## src/isrm_params.svh

```systemverilog
// Constants of the sub-address register map: offsets, masks, counts.
// Assumes inclusion by bare name from every design file that needs it.
`ifndef ISRM_PARAMS_SVH
`define ISRM_PARAMS_SVH

// ***************************************************************
// Bus target
// ***************************************************************
`define ISRM_DEV_ADDR_DEF 7'h2E
`define ISRM_BIT_COUNT 4'h8

// ***************************************************************
// Register offsets
// ***************************************************************
`define ISRM_OFS_LOC 8'h00
`define ISRM_OFS_ACCESS 8'h04
`define ISRM_OFS_INT_EN 8'h08
`define ISRM_OFS_INT_ST 8'h10
`define ISRM_OFS_INT_CAP 8'h14
`define ISRM_OFS_STS 8'h18
`define ISRM_OFS_STS_TOP 8'h1B
`define ISRM_OFS_MEAS_END 8'h20
`define ISRM_OFS_BUF 8'h24
`define ISRM_OFS_MEAS_START 8'h28

// ***************************************************************
// Values and layouts
// ***************************************************************
`define ISRM_FILL 8'hFF
`define ISRM_LOC_RESET 8'h00
`define ISRM_LOC_MAX 8'h04
`define ISRM_LOC_COUNT 5
`define ISRM_MOD_BASE 8'h01
`define ISRM_INT_EN_MASK 32'h8000_0087
`define ISRM_WORD_LEN 3'h4
`define ISRM_STAGE_DEPTH 4

`endif

```

## src/isrm_pkg.sv

```systemverilog
// Types shared by the bus target and the register map.
// Assumes the constants header is compiled alongside.
package isrm_pkg;

  typedef enum logic [2:0] {
    ST_IDLE, ST_ADDR, ST_ADDR_ACK, ST_RX, ST_RX_ACK, ST_TX, ST_TX_ACK
  } isrm_state_e;

  // Events from the bus target, one-cycle pulses except isRead, which holds its value
  typedef struct packed {
    logic start;
    logic stop;
    logic addrHit;
    logic isRead;
    logic rxValid;
    logic [7:0] rxData;
    logic txReq;
    logic abort;
  } isrm_evt_s;

  typedef struct packed {
    logic wrLow;
    logic wrHigh;
    logic [7:0] lowByte;
    logic [7:0] highByte;
  } isrm_sts_wr_s;

  typedef struct packed {
    logic valid;
    logic measData;
    logic [7:0] data;
  } isrm_buf_wr_s;

endpackage : isrm_pkg

```

## src/isrm_register_map.sv

```systemverilog
// Sub-address register map behind a two-wire bus target.
// Assumes a status word, buffer and interrupt sources from the core.
//
// Function
// - Registers sit as sub-addresses under one address.
// - Multi-byte values move lowest byte first.
// - Reads of unmapped sub-addresses return 0xFF.
// - Reads past a register's end return 0xFF.
// - Overlong writes update the start register.
// - Full-length writes at a base are accepted.
// - Multi-byte registers other than status accessed from base only.
// - Status low or top byte writable alone.
// - Status middle bytes ignore writes.
// - Status base takes 1-4 bytes, reads whole.
// - Status top byte read gives bits 31:24.
// - Status second-byte read gives bits 23:8.
// - Locality values 0-4, one-hot modifiers.
// - Highest locality wins simultaneous requests.
// - Ownership access register exists per locality.
// - Other registers are single shared copies.
// - Fixed map of offsets and lengths.
// - Measurement end acts only in locality 4.
// - Measurement start acts only in locality 4.
// - Buffer port carries command and response bytes.
// - Locality 4 buffer writes are measurement data.
// - Locality selector holds value, resets to zero.
// - Locality writes ignored during a measurement.
// - NACKed write data is discarded.
// - NACK any request that cannot be served.
`timescale 1ns/1ns
`include "isrm_params.svh"

module isrm_register_map
  import isrm_pkg::*;
#(
  parameter logic [6:0] DEV_ADDR = `ISRM_DEV_ADDR_DEF
) (
  input wire logic core_clk,
  input wire logic rst,
  input wire logic sclIn,
  input wire logic sdaIn,
  output logic sdaOut,
  output logic sdaOe,
  input wire logic notReady,
  input wire logic [4:0] locRequest,
  output logic [4:0] locGrant,
  output logic [7:0] locModifier,
  input wire logic [31:0] statusIn,
  output isrm_sts_wr_s statusWr,
  input wire logic [31:0] intEvents,
  input wire logic [31:0] intCapIn,
  output logic [31:0] intEnable,
  output isrm_buf_wr_s bufWr,
  output logic bufRdReq,
  input wire logic [7:0] bufRdData,
  output logic measStart,
  output logic measEnd,
  output logic measActive
);

  isrm_evt_s evt;
  logic [7:0] locSel;
  logic [7:0] accessReg [`ISRM_LOC_COUNT];
  logic [31:0] intStatus;
  logic [7:0] startAddr;
  logic [7:0] curAddr;
  logic [7:0] rdAddr;
  logic [7:0] txByte;
  logic firstByte;
  logic readPend;
  logic wrPend;
  logic [2:0] stgCnt;
  logic [7:0] stg [`ISRM_STAGE_DEPTH];
  logic commitNow, wordFull, locWrite;
  logic [2:0] locIdx;

  // ***************************************************************
  // Bus target
  // ***************************************************************
  isrm_bus_target #(
    .DEV_ADDR(DEV_ADDR)
  ) u_target (
    .core_clk(core_clk),
    .rst(rst),
    .sclIn(sclIn),
    .sdaIn(sdaIn),
    .sdaOut(sdaOut),
    .sdaOe(sdaOe),
    .busy(notReady),
    .txData(txByte),
    .evt(evt)
  );

  // ***************************************************************
  // Decode helpers
  // ***************************************************************
  function automatic logic inWord(input logic [7:0] base,
                                  input logic [7:0] a);
    return a[7:2] == base[7:2];
  endfunction : inWord

  function automatic logic [4:0] pickLoc(input logic [4:0] req);
    logic [4:0] g;
    g = 5'h00;
    for (int i = 0; i < `ISRM_LOC_COUNT; i++) begin
      if (req[i]) begin
        g = 5'h01 << i;
      end
    end
    return g;
  endfunction : pickLoc

  // Byte at address a of a read that began at st
  function automatic logic [7:0] readMap(input logic [7:0] st,
                                         input logic [7:0] a);
    logic [7:0] v;
    logic [4:0] sh;
    v = `ISRM_FILL;
    sh = {a[1:0], 3'b000};
    if (st == `ISRM_OFS_LOC && a == `ISRM_OFS_LOC) begin
      v = locSel;
    end else if (st == `ISRM_OFS_ACCESS && a == `ISRM_OFS_ACCESS) begin
      v = accessReg[locIdx];
    end else if (st == `ISRM_OFS_INT_EN && inWord(st, a)) begin
      v = intEnable[sh +: 8];
    end else if (st == `ISRM_OFS_INT_ST && inWord(st, a)) begin
      v = intStatus[sh +: 8];
    end else if (st == `ISRM_OFS_INT_CAP && inWord(st, a)) begin
      v = intCapIn[sh +: 8];
    end else if (inWord(`ISRM_OFS_STS, st) && inWord(`ISRM_OFS_STS, a)) begin
      v = statusIn[sh +: 8];
    end
    return v;
  endfunction : readMap

  assign locIdx = locSel[2:0];
  assign locModifier = `ISRM_MOD_BASE << locIdx;
  assign locGrant = pickLoc(locRequest);

  // ***************************************************************
  // Transfer tracking and address pointer
  // ***************************************************************
  always_ff @(posedge core_clk or posedge rst) begin
    if (rst) begin
      startAddr <= 8'h00;
      curAddr <= 8'h00;
      rdAddr <= 8'h00;
      firstByte <= 1'b0;
      readPend <= 1'b0;
    end else begin
      readPend <= evt.txReq;
      if (evt.addrHit) begin
        // First read byte is requested with the address hit
        firstByte <= ~evt.isRead;
        rdAddr <= startAddr;
        if (evt.isRead && startAddr != `ISRM_OFS_BUF) begin
          curAddr <= startAddr + 8'h01;
        end else begin
          curAddr <= startAddr;
        end
      end else if (evt.rxValid && firstByte) begin
        firstByte <= 1'b0;
        startAddr <= evt.rxData;
        curAddr <= evt.rxData;
      end else if (evt.rxValid || evt.txReq) begin
        if (evt.txReq) begin
          rdAddr <= curAddr;
        end
        if (startAddr != `ISRM_OFS_BUF) begin
          curAddr <= curAddr + 8'h01;
        end
      end
    end
  end

  // ***************************************************************
  // Read data path
  // ***************************************************************
  always_ff @(posedge core_clk or posedge rst) begin
    if (rst) begin
      txByte <= `ISRM_FILL;
      bufRdReq <= 1'b0;
    end else begin
      bufRdReq <= evt.txReq && startAddr == `ISRM_OFS_BUF;
      if (readPend) begin
        if (startAddr == `ISRM_OFS_BUF) begin
          txByte <= bufRdData;
        end else begin
          txByte <= readMap(startAddr, rdAddr);
        end
      end
    end
  end

  // ***************************************************************
  // Write staging, committed at stop or repeated start
  // ***************************************************************
  always_ff @(posedge core_clk or posedge rst) begin
    if (rst) begin
      wrPend <= 1'b0;
      stgCnt <= 3'h0;
      for (int i = 0; i < `ISRM_STAGE_DEPTH; i++) begin
        stg[i] <= 8'h00;
      end
    end else if (evt.abort || evt.start || evt.stop) begin
      wrPend <= 1'b0;
      stgCnt <= 3'h0;
    end else if (evt.rxValid && !firstByte &&
                 startAddr != `ISRM_OFS_BUF) begin
      wrPend <= 1'b1;
      if (stgCnt != `ISRM_WORD_LEN) begin
        stg[stgCnt[1:0]] <= evt.rxData;
        stgCnt <= stgCnt + 3'h1;
      end
    end
  end

  assign commitNow = wrPend && (evt.start || evt.stop);
  assign wordFull = stgCnt == `ISRM_WORD_LEN;
  assign locWrite = commitNow && startAddr == `ISRM_OFS_LOC &&
                    !measActive && stg[0] <= `ISRM_LOC_MAX;

  // ***************************************************************
  // Buffer port forwarding
  // ***************************************************************
  always_ff @(posedge core_clk or posedge rst) begin
    if (rst) begin
      bufWr <= '0;
    end else begin
      bufWr.valid <= evt.rxValid && !firstByte &&
                     startAddr == `ISRM_OFS_BUF;
      bufWr.data <= evt.rxData;
      bufWr.measData <= locSel == `ISRM_LOC_MAX;
    end
  end

  // ***************************************************************
  // Locality selector and per-locality ownership access
  // ***************************************************************
  always_ff @(posedge core_clk or posedge rst) begin
    if (rst) begin
      locSel <= `ISRM_LOC_RESET;
    end else if (locWrite) begin
      locSel <= stg[0];
    end
  end

  always_ff @(posedge core_clk or posedge rst) begin
    if (rst) begin
      for (int i = 0; i < `ISRM_LOC_COUNT; i++) begin
        accessReg[i] <= 8'h00;
      end
    end else if (commitNow && startAddr == `ISRM_OFS_ACCESS) begin
      accessReg[locIdx] <= stg[0];
    end
  end

  // ***************************************************************
  // Shared interrupt enable and status words
  // ***************************************************************
  always_ff @(posedge core_clk or posedge rst) begin
    if (rst) begin
      intEnable <= 32'h0000_0000;
    end else if (commitNow && wordFull &&
                 startAddr == `ISRM_OFS_INT_EN) begin
      intEnable <= {stg[3], stg[2], stg[1], stg[0]} &
                   `ISRM_INT_EN_MASK;
    end
  end

  // Write one clears; a new event in the same cycle wins
  always_ff @(posedge core_clk or posedge rst) begin
    if (rst) begin
      intStatus <= 32'h0000_0000;
    end else if (commitNow && wordFull &&
                 startAddr == `ISRM_OFS_INT_ST) begin
      intStatus <= (intStatus & ~{stg[3], stg[2], stg[1], stg[0]}) |
                   intEvents;
    end else begin
      intStatus <= intStatus | intEvents;
    end
  end

  // ***************************************************************
  // Status word writes: low and top bytes only
  // ***************************************************************
  always_ff @(posedge core_clk or posedge rst) begin
    if (rst) begin
      statusWr <= '0;
    end else begin
      statusWr.wrLow <= commitNow && startAddr == `ISRM_OFS_STS;
      statusWr.lowByte <= stg[0];
      if (commitNow && startAddr == `ISRM_OFS_STS_TOP) begin
        statusWr.wrHigh <= 1'b1;
        statusWr.highByte <= stg[0];
      end else begin
        statusWr.wrHigh <= commitNow && wordFull &&
                           startAddr == `ISRM_OFS_STS;
        statusWr.highByte <= stg[3];
      end
    end
  end

  // ***************************************************************
  // Measurement strobes, locality 4 only
  // ***************************************************************
  always_ff @(posedge core_clk or posedge rst) begin
    if (rst) begin
      measStart <= 1'b0;
      measEnd <= 1'b0;
      measActive <= 1'b0;
    end else begin
      measStart <= commitNow && startAddr == `ISRM_OFS_MEAS_START &&
                   locSel == `ISRM_LOC_MAX;
      measEnd <= commitNow && startAddr == `ISRM_OFS_MEAS_END &&
                 locSel == `ISRM_LOC_MAX;
      if (measStart) begin
        measActive <= 1'b1;
      end else if (measEnd) begin
        measActive <= 1'b0;
      end
    end
  end
endmodule : isrm_register_map

```

## src/isrm_bus_target.sv

```systemverilog
// Two-wire bus target: start/stop detection, address match, byte shift.
// Assumes SCL and SDA arrive asynchronously; SDA is open drain.
`timescale 1ns/1ns
`include "isrm_params.svh"

module isrm_bus_target
  import isrm_pkg::*;
#(
  parameter logic [6:0] DEV_ADDR = `ISRM_DEV_ADDR_DEF
) (
  input wire logic core_clk,
  input wire logic rst,
  input wire logic sclIn,
  input wire logic sdaIn,
  output logic sdaOut,
  output logic sdaOe,
  input wire logic busy,
  input wire logic [7:0] txData,
  output isrm_evt_s evt
);

  logic [2:0] sclS;
  logic [2:0] sdaS;
  isrm_state_e state;
  logic [7:0] shiftReg;
  logic [3:0] bitCnt;
  logic masterAck;
  logic sclRise, sclFall, startSeen, stopSeen;

  // ***************************************************************
  // Pin synchronisers and edges
  // ***************************************************************
  always_ff @(posedge core_clk or posedge rst) begin
    if (rst) begin
      sclS <= 3'h7;
      sdaS <= 3'h7;
    end else begin
      sclS <= {sclS[1:0], sclIn};
      sdaS <= {sdaS[1:0], sdaIn};
    end
  end

  assign sclRise = sclS[1] & ~sclS[2];
  assign sclFall = ~sclS[1] & sclS[2];
  assign startSeen = sclS[1] & sclS[2] & sdaS[2] & ~sdaS[1];
  assign stopSeen = sclS[1] & sclS[2] & ~sdaS[2] & sdaS[1];
  assign sdaOut = 1'b0;

  // ***************************************************************
  // Bit-level state machine
  // ***************************************************************
  always_ff @(posedge core_clk or posedge rst) begin
    if (rst) begin
      state <= ST_IDLE;
      shiftReg <= 8'h00;
      bitCnt <= 4'h0;
      masterAck <= 1'b0;
      sdaOe <= 1'b0;
      evt <= '0;
    end else begin
      evt <= '0;
      evt.isRead <= evt.isRead;
      if (startSeen) begin
        state <= ST_ADDR;
        bitCnt <= 4'h0;
        sdaOe <= 1'b0;
        evt.start <= 1'b1;
      end else if (stopSeen) begin
        state <= ST_IDLE;
        sdaOe <= 1'b0;
        evt.stop <= 1'b1;
      end else begin
        unique case (state)
          ST_IDLE: ;
          ST_ADDR, ST_RX: begin
            if (sclRise) begin
              shiftReg <= {shiftReg[6:0], sdaS[1]};
              bitCnt <= bitCnt + 4'h1;
            end else if (sclFall && bitCnt == `ISRM_BIT_COUNT) begin
              // Address NACK when unable to serve or not ours
              if (state == ST_ADDR) begin
                if (shiftReg[7:1] == DEV_ADDR && !busy) begin
                  sdaOe <= 1'b1;
                  state <= ST_ADDR_ACK;
                  evt.addrHit <= 1'b1;
                  evt.isRead <= shiftReg[0];
                  evt.txReq <= shiftReg[0];
                end else begin
                  state <= ST_IDLE;
                end
              end else if (busy) begin
                // Data NACK ends the transfer and drops it
                state <= ST_IDLE;
                evt.abort <= 1'b1;
              end else begin
                sdaOe <= 1'b1;
                state <= ST_RX_ACK;
                evt.rxValid <= 1'b1;
                evt.rxData <= shiftReg;
              end
            end
          end
          ST_ADDR_ACK, ST_RX_ACK: begin
            if (sclFall) begin
              bitCnt <= 4'h0;
              if (state == ST_ADDR_ACK && evt.isRead) begin
                state <= ST_TX;
                shiftReg <= txData;
                sdaOe <= ~txData[7];
              end else begin
                state <= ST_RX;
                sdaOe <= 1'b0;
              end
            end
          end
          ST_TX: begin
            if (sclRise) begin
              bitCnt <= bitCnt + 4'h1;
            end else if (sclFall) begin
              if (bitCnt == `ISRM_BIT_COUNT) begin
                sdaOe <= 1'b0;
                state <= ST_TX_ACK;
              end else begin
                shiftReg <= {shiftReg[6:0], 1'b1};
                sdaOe <= ~shiftReg[6];
              end
            end
          end
          ST_TX_ACK: begin
            if (sclRise) begin
              masterAck <= ~sdaS[1];
              evt.txReq <= ~sdaS[1];
            end else if (sclFall) begin
              bitCnt <= 4'h0;
              if (masterAck) begin
                state <= ST_TX;
                shiftReg <= txData;
                sdaOe <= ~txData[7];
              end else begin
                state <= ST_IDLE;
              end
            end
          end
        endcase
      end
    end
  end

endmodule : isrm_bus_target

```

## config.mk

```make
export PLATFORM = sky130hd
export DESIGN_NAME = isrm_register_map
export DESIGN_NICKNAME = d
export VERILOG_FILES = /design/src/isrm_pkg.sv /design/src/isrm_register_map.sv /design/src/isrm_bus_target.sv
export VERILOG_INCLUDE_DIRS = /design/src
export SDC_FILE = /design/constraint.sdc
export NUM_CORES = 1
export LEC_CHECK = 0
export BUFFER_PORTS_ARGS = -buffer_cell sky130_fd_sc_hd__buf_2
export CAP_MARGIN = 30
export CORE_UTILIZATION = 45
export CTS_BUF_LIST = sky130_fd_sc_hd__clkbuf_16
export DETAILED_ROUTE_END_ITERATION = 10
export PLACE_DENSITY = 0.7
export SLEW_MARGIN = 5
export SYNTH_ARGS = -nofsm -noshare
export SYNTH_HDL_FRONTEND = slang
export SYNTH_SLANG_ARGS = --single-unit
```

## constraint.sdc

```tcl
create_clock -name core_clk -period 6.9 [get_ports core_clk]
set_clock_uncertainty 0.15 [all_clocks]
set_input_delay 0.69 -clock core_clk [delete_from_list [all_inputs] [get_ports core_clk]]
set_output_delay 0.69 -clock core_clk [all_outputs]
set_load 0.02 [all_outputs]
```

==> results of run 1 <==
cell type report:
type                    count  share of cell area
well taps                 319              0.0315
flip-flops and latches    225               0.445
clock buffers              24              0.0473
multi-input cells         646               0.386
clock inverters            18              0.0116
inverters                  24             0.00740
repair buffers            171              0.0714
cell usage in the layout (no fill, tap or decap), types with 12 or more instances in the layout:
cell type  Yosys  layout
dfrtp_1      211     210
buf_2         11     164
mux2_2       110     110
nand2_1       84      84
nor2_1        46      46
o21ai_0       40      40
a21o_1        34      34
a21oi_1       29      29
conb_1         1      28
inv_1         24      26
mux4_2        26      26
clkbuf_16      0      24
nand3_1       21      21
nand2b_1      20      20
mux2i_1       19      19
nor3_1        18      17
xnor2_1       15      15
dfstp_2       14      14
and2_1        13      13
and3_1        12      12
power by group:
| group | switching [µW] | internal [µW] |
|---|---|---|
| registers | 155 | 1430 |
| logic | 365 | 352 |
| clock network | 527 | 708 |
metal layers:
metal  track usage  routed length (µm)  vias to the layer above
met5             0                   0                        -
met4        0.0696                 740                        0
met3        0.0364                1770                       58
met2         0.384               13500                      308
met1         0.337               13000                     4097
li1              -                   -                     3636
critical path, delay by kind of cell (launching register included):
kind	cells	cell delay [ns]
AND/OR/NAND/NOR	1	0.91
buffers and inverters	1	0.31
flip-flops	1	0.73
sequential cells by signal (all words and copies together), names as in the netlist, 10 cells and up:
signal and count:
accessReg 40, bufWr 10, intStatus 32, statusWr 18
stg 32, u_target.evt 15
path summary, 6_finish.rpt:
| path | from | endpoint | slack [ns] | depth (start not counted) |
|---|---|---|---|---|
| worst max-delay path | locSel[1]$_DFFE_PP0P_ | locModifier[4] | 3.59 | 2 |
| worst min-delay path | sclIn | u_target.sclS[0]$_DFF_PP1_ | 0.11 | 1 |
| worst max register to register | startAddr[0]$_DFFE_PP0P_ | stg[12]$_DFFE_PP0P_ | 3.91 | 8 |
| worst min register to register | u_target.sdaS[0]$_DFF_PP1_ | u_target.sdaS[1]$_DFF_PP1_ | 0.20 | 0 |
| max in group asynchronous | rst | rdAddr[0]$_DFFE_PP0P_ | 4.92 | 4 |
| min in group asynchronous | rst | intStatus[2]$_DFF_PP0_ | 0.20 | 3 |
logic make-up (layout without fill, tap and decap cells):
logic type,after synthesis,in the layout,share of synthesized area
simple gates,266,266,0.123
flops,225,225,0.515
compound gates,170,170,0.105
mux,155,155,0.184
buf+inv,99,237,0.0478
xor+xnor,18,18,0.0144
fa+ha+maj,9,9,0.0103
other cells,1,28,0.000342
metrics by stage:
step,utilization,hold WS [ns],area [µm²]
detailed placement,0.503,0.197,11900
CTS,0.534,0.0929,12700
floorplan,-,0.195,11100
global placement,0.503,0.196,11900
global route,0.536,0.0961,12700
finish,0.536,0.112,12700
==> results.txt, run 1 <==
The run finished with clean final reports. The die outline width is 158 µm. The via count of the first global-routing pass is 7901. The first global-routing pass estimated 45000 µm of wire. The synthesis-to-layout area growth came out at 15.8%. For this configuration, the core starts out at a cell density of 0.463. The weighted congestion reported at the end of routability-driven placement is 0.877.

The pre-CTS setup slack is 3.99 ns. Setup repair after global routing left no endpoint under its margin. The number of top-level pins is 193.

The longest clock path from root to sink contains 3 buffers. The fraction of synthesized cell area taken by the top area cell type is 0.482. The vertical die dimension came out at 158 µm. The share of synthesized area occupied by flip-flops and latches is 0.515. The pin count of the biggest net entering global routing came out at 175. Based on the critical path, the design can be clocked at up to 303 MHz. Of the available clock period, the critical path in the final layout requires 0.479.

The worst endpoint data arrival time came out at 2.47 ns. The top flip-flop cell by instance count after synthesis is dfrtp_1. Input and output buffers added on the ports amount to 164. For this design the static power due to leakage is 0.00580 µW.

In this run the tightest slew margin relative to its limit is 0.339. The post-placement cell count is 1383. Setup violations remaining at the end of the flow were counted as 0.

The cell count after synthesis came out at 943. The synthesized area is 0.0110 mm². The number of flops mapped to enable cells by yosys is 0. After synthesis, the mean cell area works out to 11.6 µm².

The fraction of final layout cells with drive strength greater than 1 came out at 0.338. The number of CTS-inserted buffers came out at 24. In this run the worst path has a maximum fanout of 21. In this run, distinct cell masters in the synthesized netlist total 67. The synthesized design spends more area on one cell type than any other, namely dfrtp_1.

The detailed router finished its first iteration with 648 violations. TritonCTS built the clock tree. The ratio of routed vias to standard cells came out at 5.68. Traced cell by cell, the critical path runs through nor3_1, buf_2. The transition time at the pin with the least slew margin is 0.991 ns. By count the netlist is led by dfrtp_1, mux2_2, nand2_1. The CTS sink count is 225. The total number of vias came out at 8099.

The post-route setup TNS came out at 0 ns. The count of H-tree levels built during CTS came out at 1. 0 antenna diodes ended up in the layout. The area of the multi-input gates is 0.00489 mm². The tool flagged a number of max-cap violations equal to 0. The number of pins with negative max-slew slack in the final report came out at 0.

The wire length reported by the detailed router is 29000 µm. The floorplan step defined a die boundary enclosing 0.0250 mm². The warning count from the yosys run is 0.

The root buffer cell chosen for the clock tree is clkbuf_16. The final hold violation count is 0. STA classifies the critical path startpoint as a flip-flop. Once the clock tree was built, the resizer swapped 0 gates to a different size.

For this run, the detailed router's first-pass iteration total came to 5. On the critical path, the stage with the largest delay is an instance of nor3_1. The worst supply voltage drop on vdd came out at 0.180 mV.

In this design, the stage delay of the slowest critical-path cell is 0.91 ns. The clock latency on the worst-skew pair came out at 0.53 ns. STA classifies the critical path endpoint as a primary output. Among all cell types in the netlist, the one instantiated most often is dfrtp_1. The path class of the tightest hold or removal check is input port to flip-flop. Data on the critical path is required at its endpoint by 6.06 ns. The clock slew at the register clock pins of the worst setup and hold paths came out at 0.06 ns. After global routing the overflow that remains totals 0. For this design the ratio of total power to cell area is 279 mW/mm². In the final routed layout, each cell accounts on average for 20.3 µm. The final standard cell count with taps included and fillers excluded came out at 1427.

The async set-reset flop share out of synthesis is 1.00. The count of fill cells added during filler insertion came out at 2087. By area the synthesized netlist is led by dfrtp_1, mux2_2, mux4_2. The clock period minus worst slack came out at 3.31 ns. The aggregate global-route resource usage came out at 0.240. The flip-flop and latch count after synthesis came out at 225. After legalization and detailed placement, the total HPWL measured 20700 µm. The number of buffers inserted for hold repair after clock tree synthesis came out at 0.

The initial antenna violation count came out at 0. The worst-case setup margin in the final layout is 3.59 ns. The remaining design rule violation count is 0. In this run the remaining antenna-violating nets after routing total 0.

Registers take 0.00565 mm². The number of nets in the final layout came out at 1215. The region available for standard cell placement spans 0.0237 mm².

The overall power of the completed layout is 3540 µW. The number of rows created at floorplan is 56. The critical path class is flip-flop to primary output.

The number of buffers inserted by post-CTS setup repair is 0.
No activity file was read; power rests on OpenSTA's default activity.
==> run 2, diff against run 1 <==
--- a/config.mk
+++ b/config.mk
@@ -11,7 +11,7 @@
 export CORE_UTILIZATION = 45
 export CTS_BUF_LIST = sky130_fd_sc_hd__clkbuf_16
 export DETAILED_ROUTE_END_ITERATION = 10
-export PLACE_DENSITY = 0.7
+export PLACE_DENSITY = 0.67
 export SLEW_MARGIN = 5
 export SYNTH_ARGS = -nofsm -noshare
 export SYNTH_HDL_FRONTEND = slang
==> constraint.sdc (replaced) <==
create_clock -name core_clk -period 3.08 [get_ports core_clk]
set_clock_uncertainty 0.15 [all_clocks]
set_input_delay 0.308 -clock core_clk [delete_from_list [all_inputs] [get_ports core_clk]]
set_output_delay 0.308 -clock core_clk [all_outputs]
set_load 0.02 [all_outputs]
==> results.txt, run 2 (synthesis results as in run 1) <==
The flow ran to the end, and the final reports show no timing, DRC or antenna violations. The root cell of the clock tree is clkbuf_16. Once layout is complete, the cells apart from fillers number 1474. The total power divided by cell area came out at 612 mW/mm². The number of buffers inserted by post-CTS setup repair is 0. The CTS sink count came out at 225. The area of the multi-input gates came out at 0.00489 mm². The die outline width came out at 158 µm. The initial antenna violation count came out at 0. Measured in cells, the most critical reg-to-reg path has a length of 8. Setup repair after global routing left no endpoint under its margin. Of the available clock period, the critical path in the final layout requires 0.875. The clock latency on the worst-skew pair came out at 0.54 ns. The signal on the critical path passes through inv_1, nor3_1, buf_2. Leaving out fill and tap cells, the most frequent cell in the layout is dfrtp_1. The worst supply voltage drop on vdd is 0.361 mV. The floorplan core area is 0.0237 mm². The number of buffers inserted for hold repair after clock tree synthesis is 36. After clock tree synthesis, the clock-pin slew on the worst setup and hold paths is 0.06 ns. After routing, the total negative slack on setup checks comes to 0 ns. The worst pin sits at a relative slew slack of 0.434. The wire length reported by the detailed router is 29800 µm. The slack of the worst reg-to-reg path is 0.41 ns.

The total of cells resized after clock tree synthesis is 0. Entering global routing, the biggest net connects 119 pins. The final hold violation count is 0.

The count of input and output buffers is 164. Detailed placement finished with a half-perimeter wire length of 20900 µm. The largest fanout on the critical path is 18. The floorplan step set the die height to 158 µm.

Leaving out fill and tap cells, the most frequent cells in the layout are dfrtp_1, buf_2, mux2_2. The antenna diode instance count is 0. The layout has 2103 filler cells. The overall die area is 0.0250 mm². The highest-delay cell along the critical path is dfrtp_1.

STA classifies the critical path endpoint as a primary output. The transition time at the pin with the least slew margin came out at 0.850 ns. In this run the deepest clock path goes through 3 buffers. By startpoint and endpoint, the worst setup path is classified as flip-flop to primary output. The total iterations of the first detailed-routing run is 8.

Timing would allow up to 371 MHz. The via count of the first global-routing pass was 8116. The endpoint of the most critical setup path is locModifier[2]. In the final layout, the registers with the most flip-flops are accessReg (40), intStatus (32), stg (32).

The number of max-cap violations is 0. The total number of vias is 8195. The number of rows created at floorplan came out at 56. The count of H-tree levels built during CTS came out at 1.

The path class of the tightest hold or removal check is input port to flip-flop. The synthesis-to-layout area growth is 19.8%. The detail route stage leaves a number of antenna-violating nets equal to 0. The worst hold slack is 0.0278 ns. The remaining design rule violation count came out at 0. The cell-internal power is 5640 µW. The power dissipated by switching net loads is 2400 µW.

The overall power of the completed layout came out at 8040 µW. The total global routing overflow came out at 0. The register with the most flip-flops in the layout has 40 of them. The sequential fraction of design power came out at 0.443. At the end of the flow, the number of nets in the layout was 1261. The startpoint of the worst setup timing path is locSel[1]$_DFFE_PP0P_. For this design the top-level I/O count stands at 193. TritonCTS built the clock tree. STA puts the critical path data required time at 2.62 ns. The area used by sequential logic in the layout came out at 0.00565 mm².

The clock period minus worst slack is 2.70 ns. In this run the critical register-to-register path is captured at stg[23]$_DFFE_PP0P_. The clock network power share came out at 0.354. The first global-routing pass estimated 46400 µm of wire. The leakage power summed over all cells is 0.00602 µW. The number of pins with negative max-slew slack in the final report is 0. The number of CTS-inserted buffers is 25. accessReg holds more flip-flops than any other register. The ratio of routed vias to standard cells is 5.56. The average routed wire per standard cell is 20.2 µm. In this run the critical register-to-register path is launched from startAddr[0]$_DFFE_PP0P_. The aggregate global-route resource usage is 0.247. The post-placement cell count is 1394. For this run, the slowest stage of the critical path takes 0.89 ns. The initial standard-cell utilization of the core is 0.463.

The iteration-0 DRC count of the detailed router is 599. The startpoint kind of the worst setup timing path is a flip-flop. The net switching share of the total power came out at 0.298. The weighted congestion reported at the end of routability-driven placement is 0.879. Setup violations remaining at the end of the flow were counted as 0. Data arrives at the worst endpoint at 2.24 ns. The fraction of final layout cells with drive strength greater than 1 came out at 0.332.

The share of total power dissipated in combinational logic is 0.203.
run 2: metrics by stage:
stage	instance area, µm²	setup WS (ns)	utilization
4_1_cts	13100	0.382	0.555
6_report	13100	0.384	0.555
5_1_grt	13100	0.246	0.555
2_1_floorplan	11100	-0.305	-
3_3_place_gp	12000	0.484	0.507
3_5_place_dp	12000	0.430	0.507
run 2: worst min-delay path by stage:
stage,startpoint,endpoint,depth (start not counted)
floorplan,sclIn,u_target.sclS[0]$_DFF_PP1_,0
global placement,rst,intStatus[11]$_DFF_PP0_,2
detailed placement,rst,intStatus[2]$_DFF_PP0_,2
CTS,bufRdData[2],txByte[2]$_DFFE_PP1P_,3
global route,bufRdData[0],txByte[0]$_DFFE_PP1P_,3
finish,bufRdData[0],txByte[0]$_DFFE_PP1P_,3
run 2: layout make-up:
class,count,share of cell area
Tap cell,319,0.0304
Multi-Input combinational cell,646,0.373
Inverter,24,0.00715
Timing Repair Buffer,216,0.101
Clock inverter,19,0.0111
Clock buffer,25,0.0476
Sequential cell,225,0.430
run 2: layer usage:
layer	global-route usage	part of all wire	up-vias
met4	0.0701	0.023	0
li1	-	-	3731
met1	0.354	0.46	4124
met3	0.0402	0.066	49
met2	0.387	0.45	291
met5	0	0	-
run 2: power groups by stage:
stage / clock [µW] / sequential (µW) / combinational, µW
2_1_floorplan: 0 / 3390 / 1330
3_3_place_gp: 0 / 3590 / 1560
3_5_place_dp: 0 / 3600 / 1580
4_1_cts: 2890 / 3550 / 1620
5_1_grt: 3030 / 3600 / 1780
6_report: 2850 / 3560 / 1630
run 2: critical path, delay by kind of cell, from the launching register on:
family                 cells  cell delay, ns
buffers and inverters      2            0.48
DFF                        1            0.89
and+or+nand+nor            1            0.32
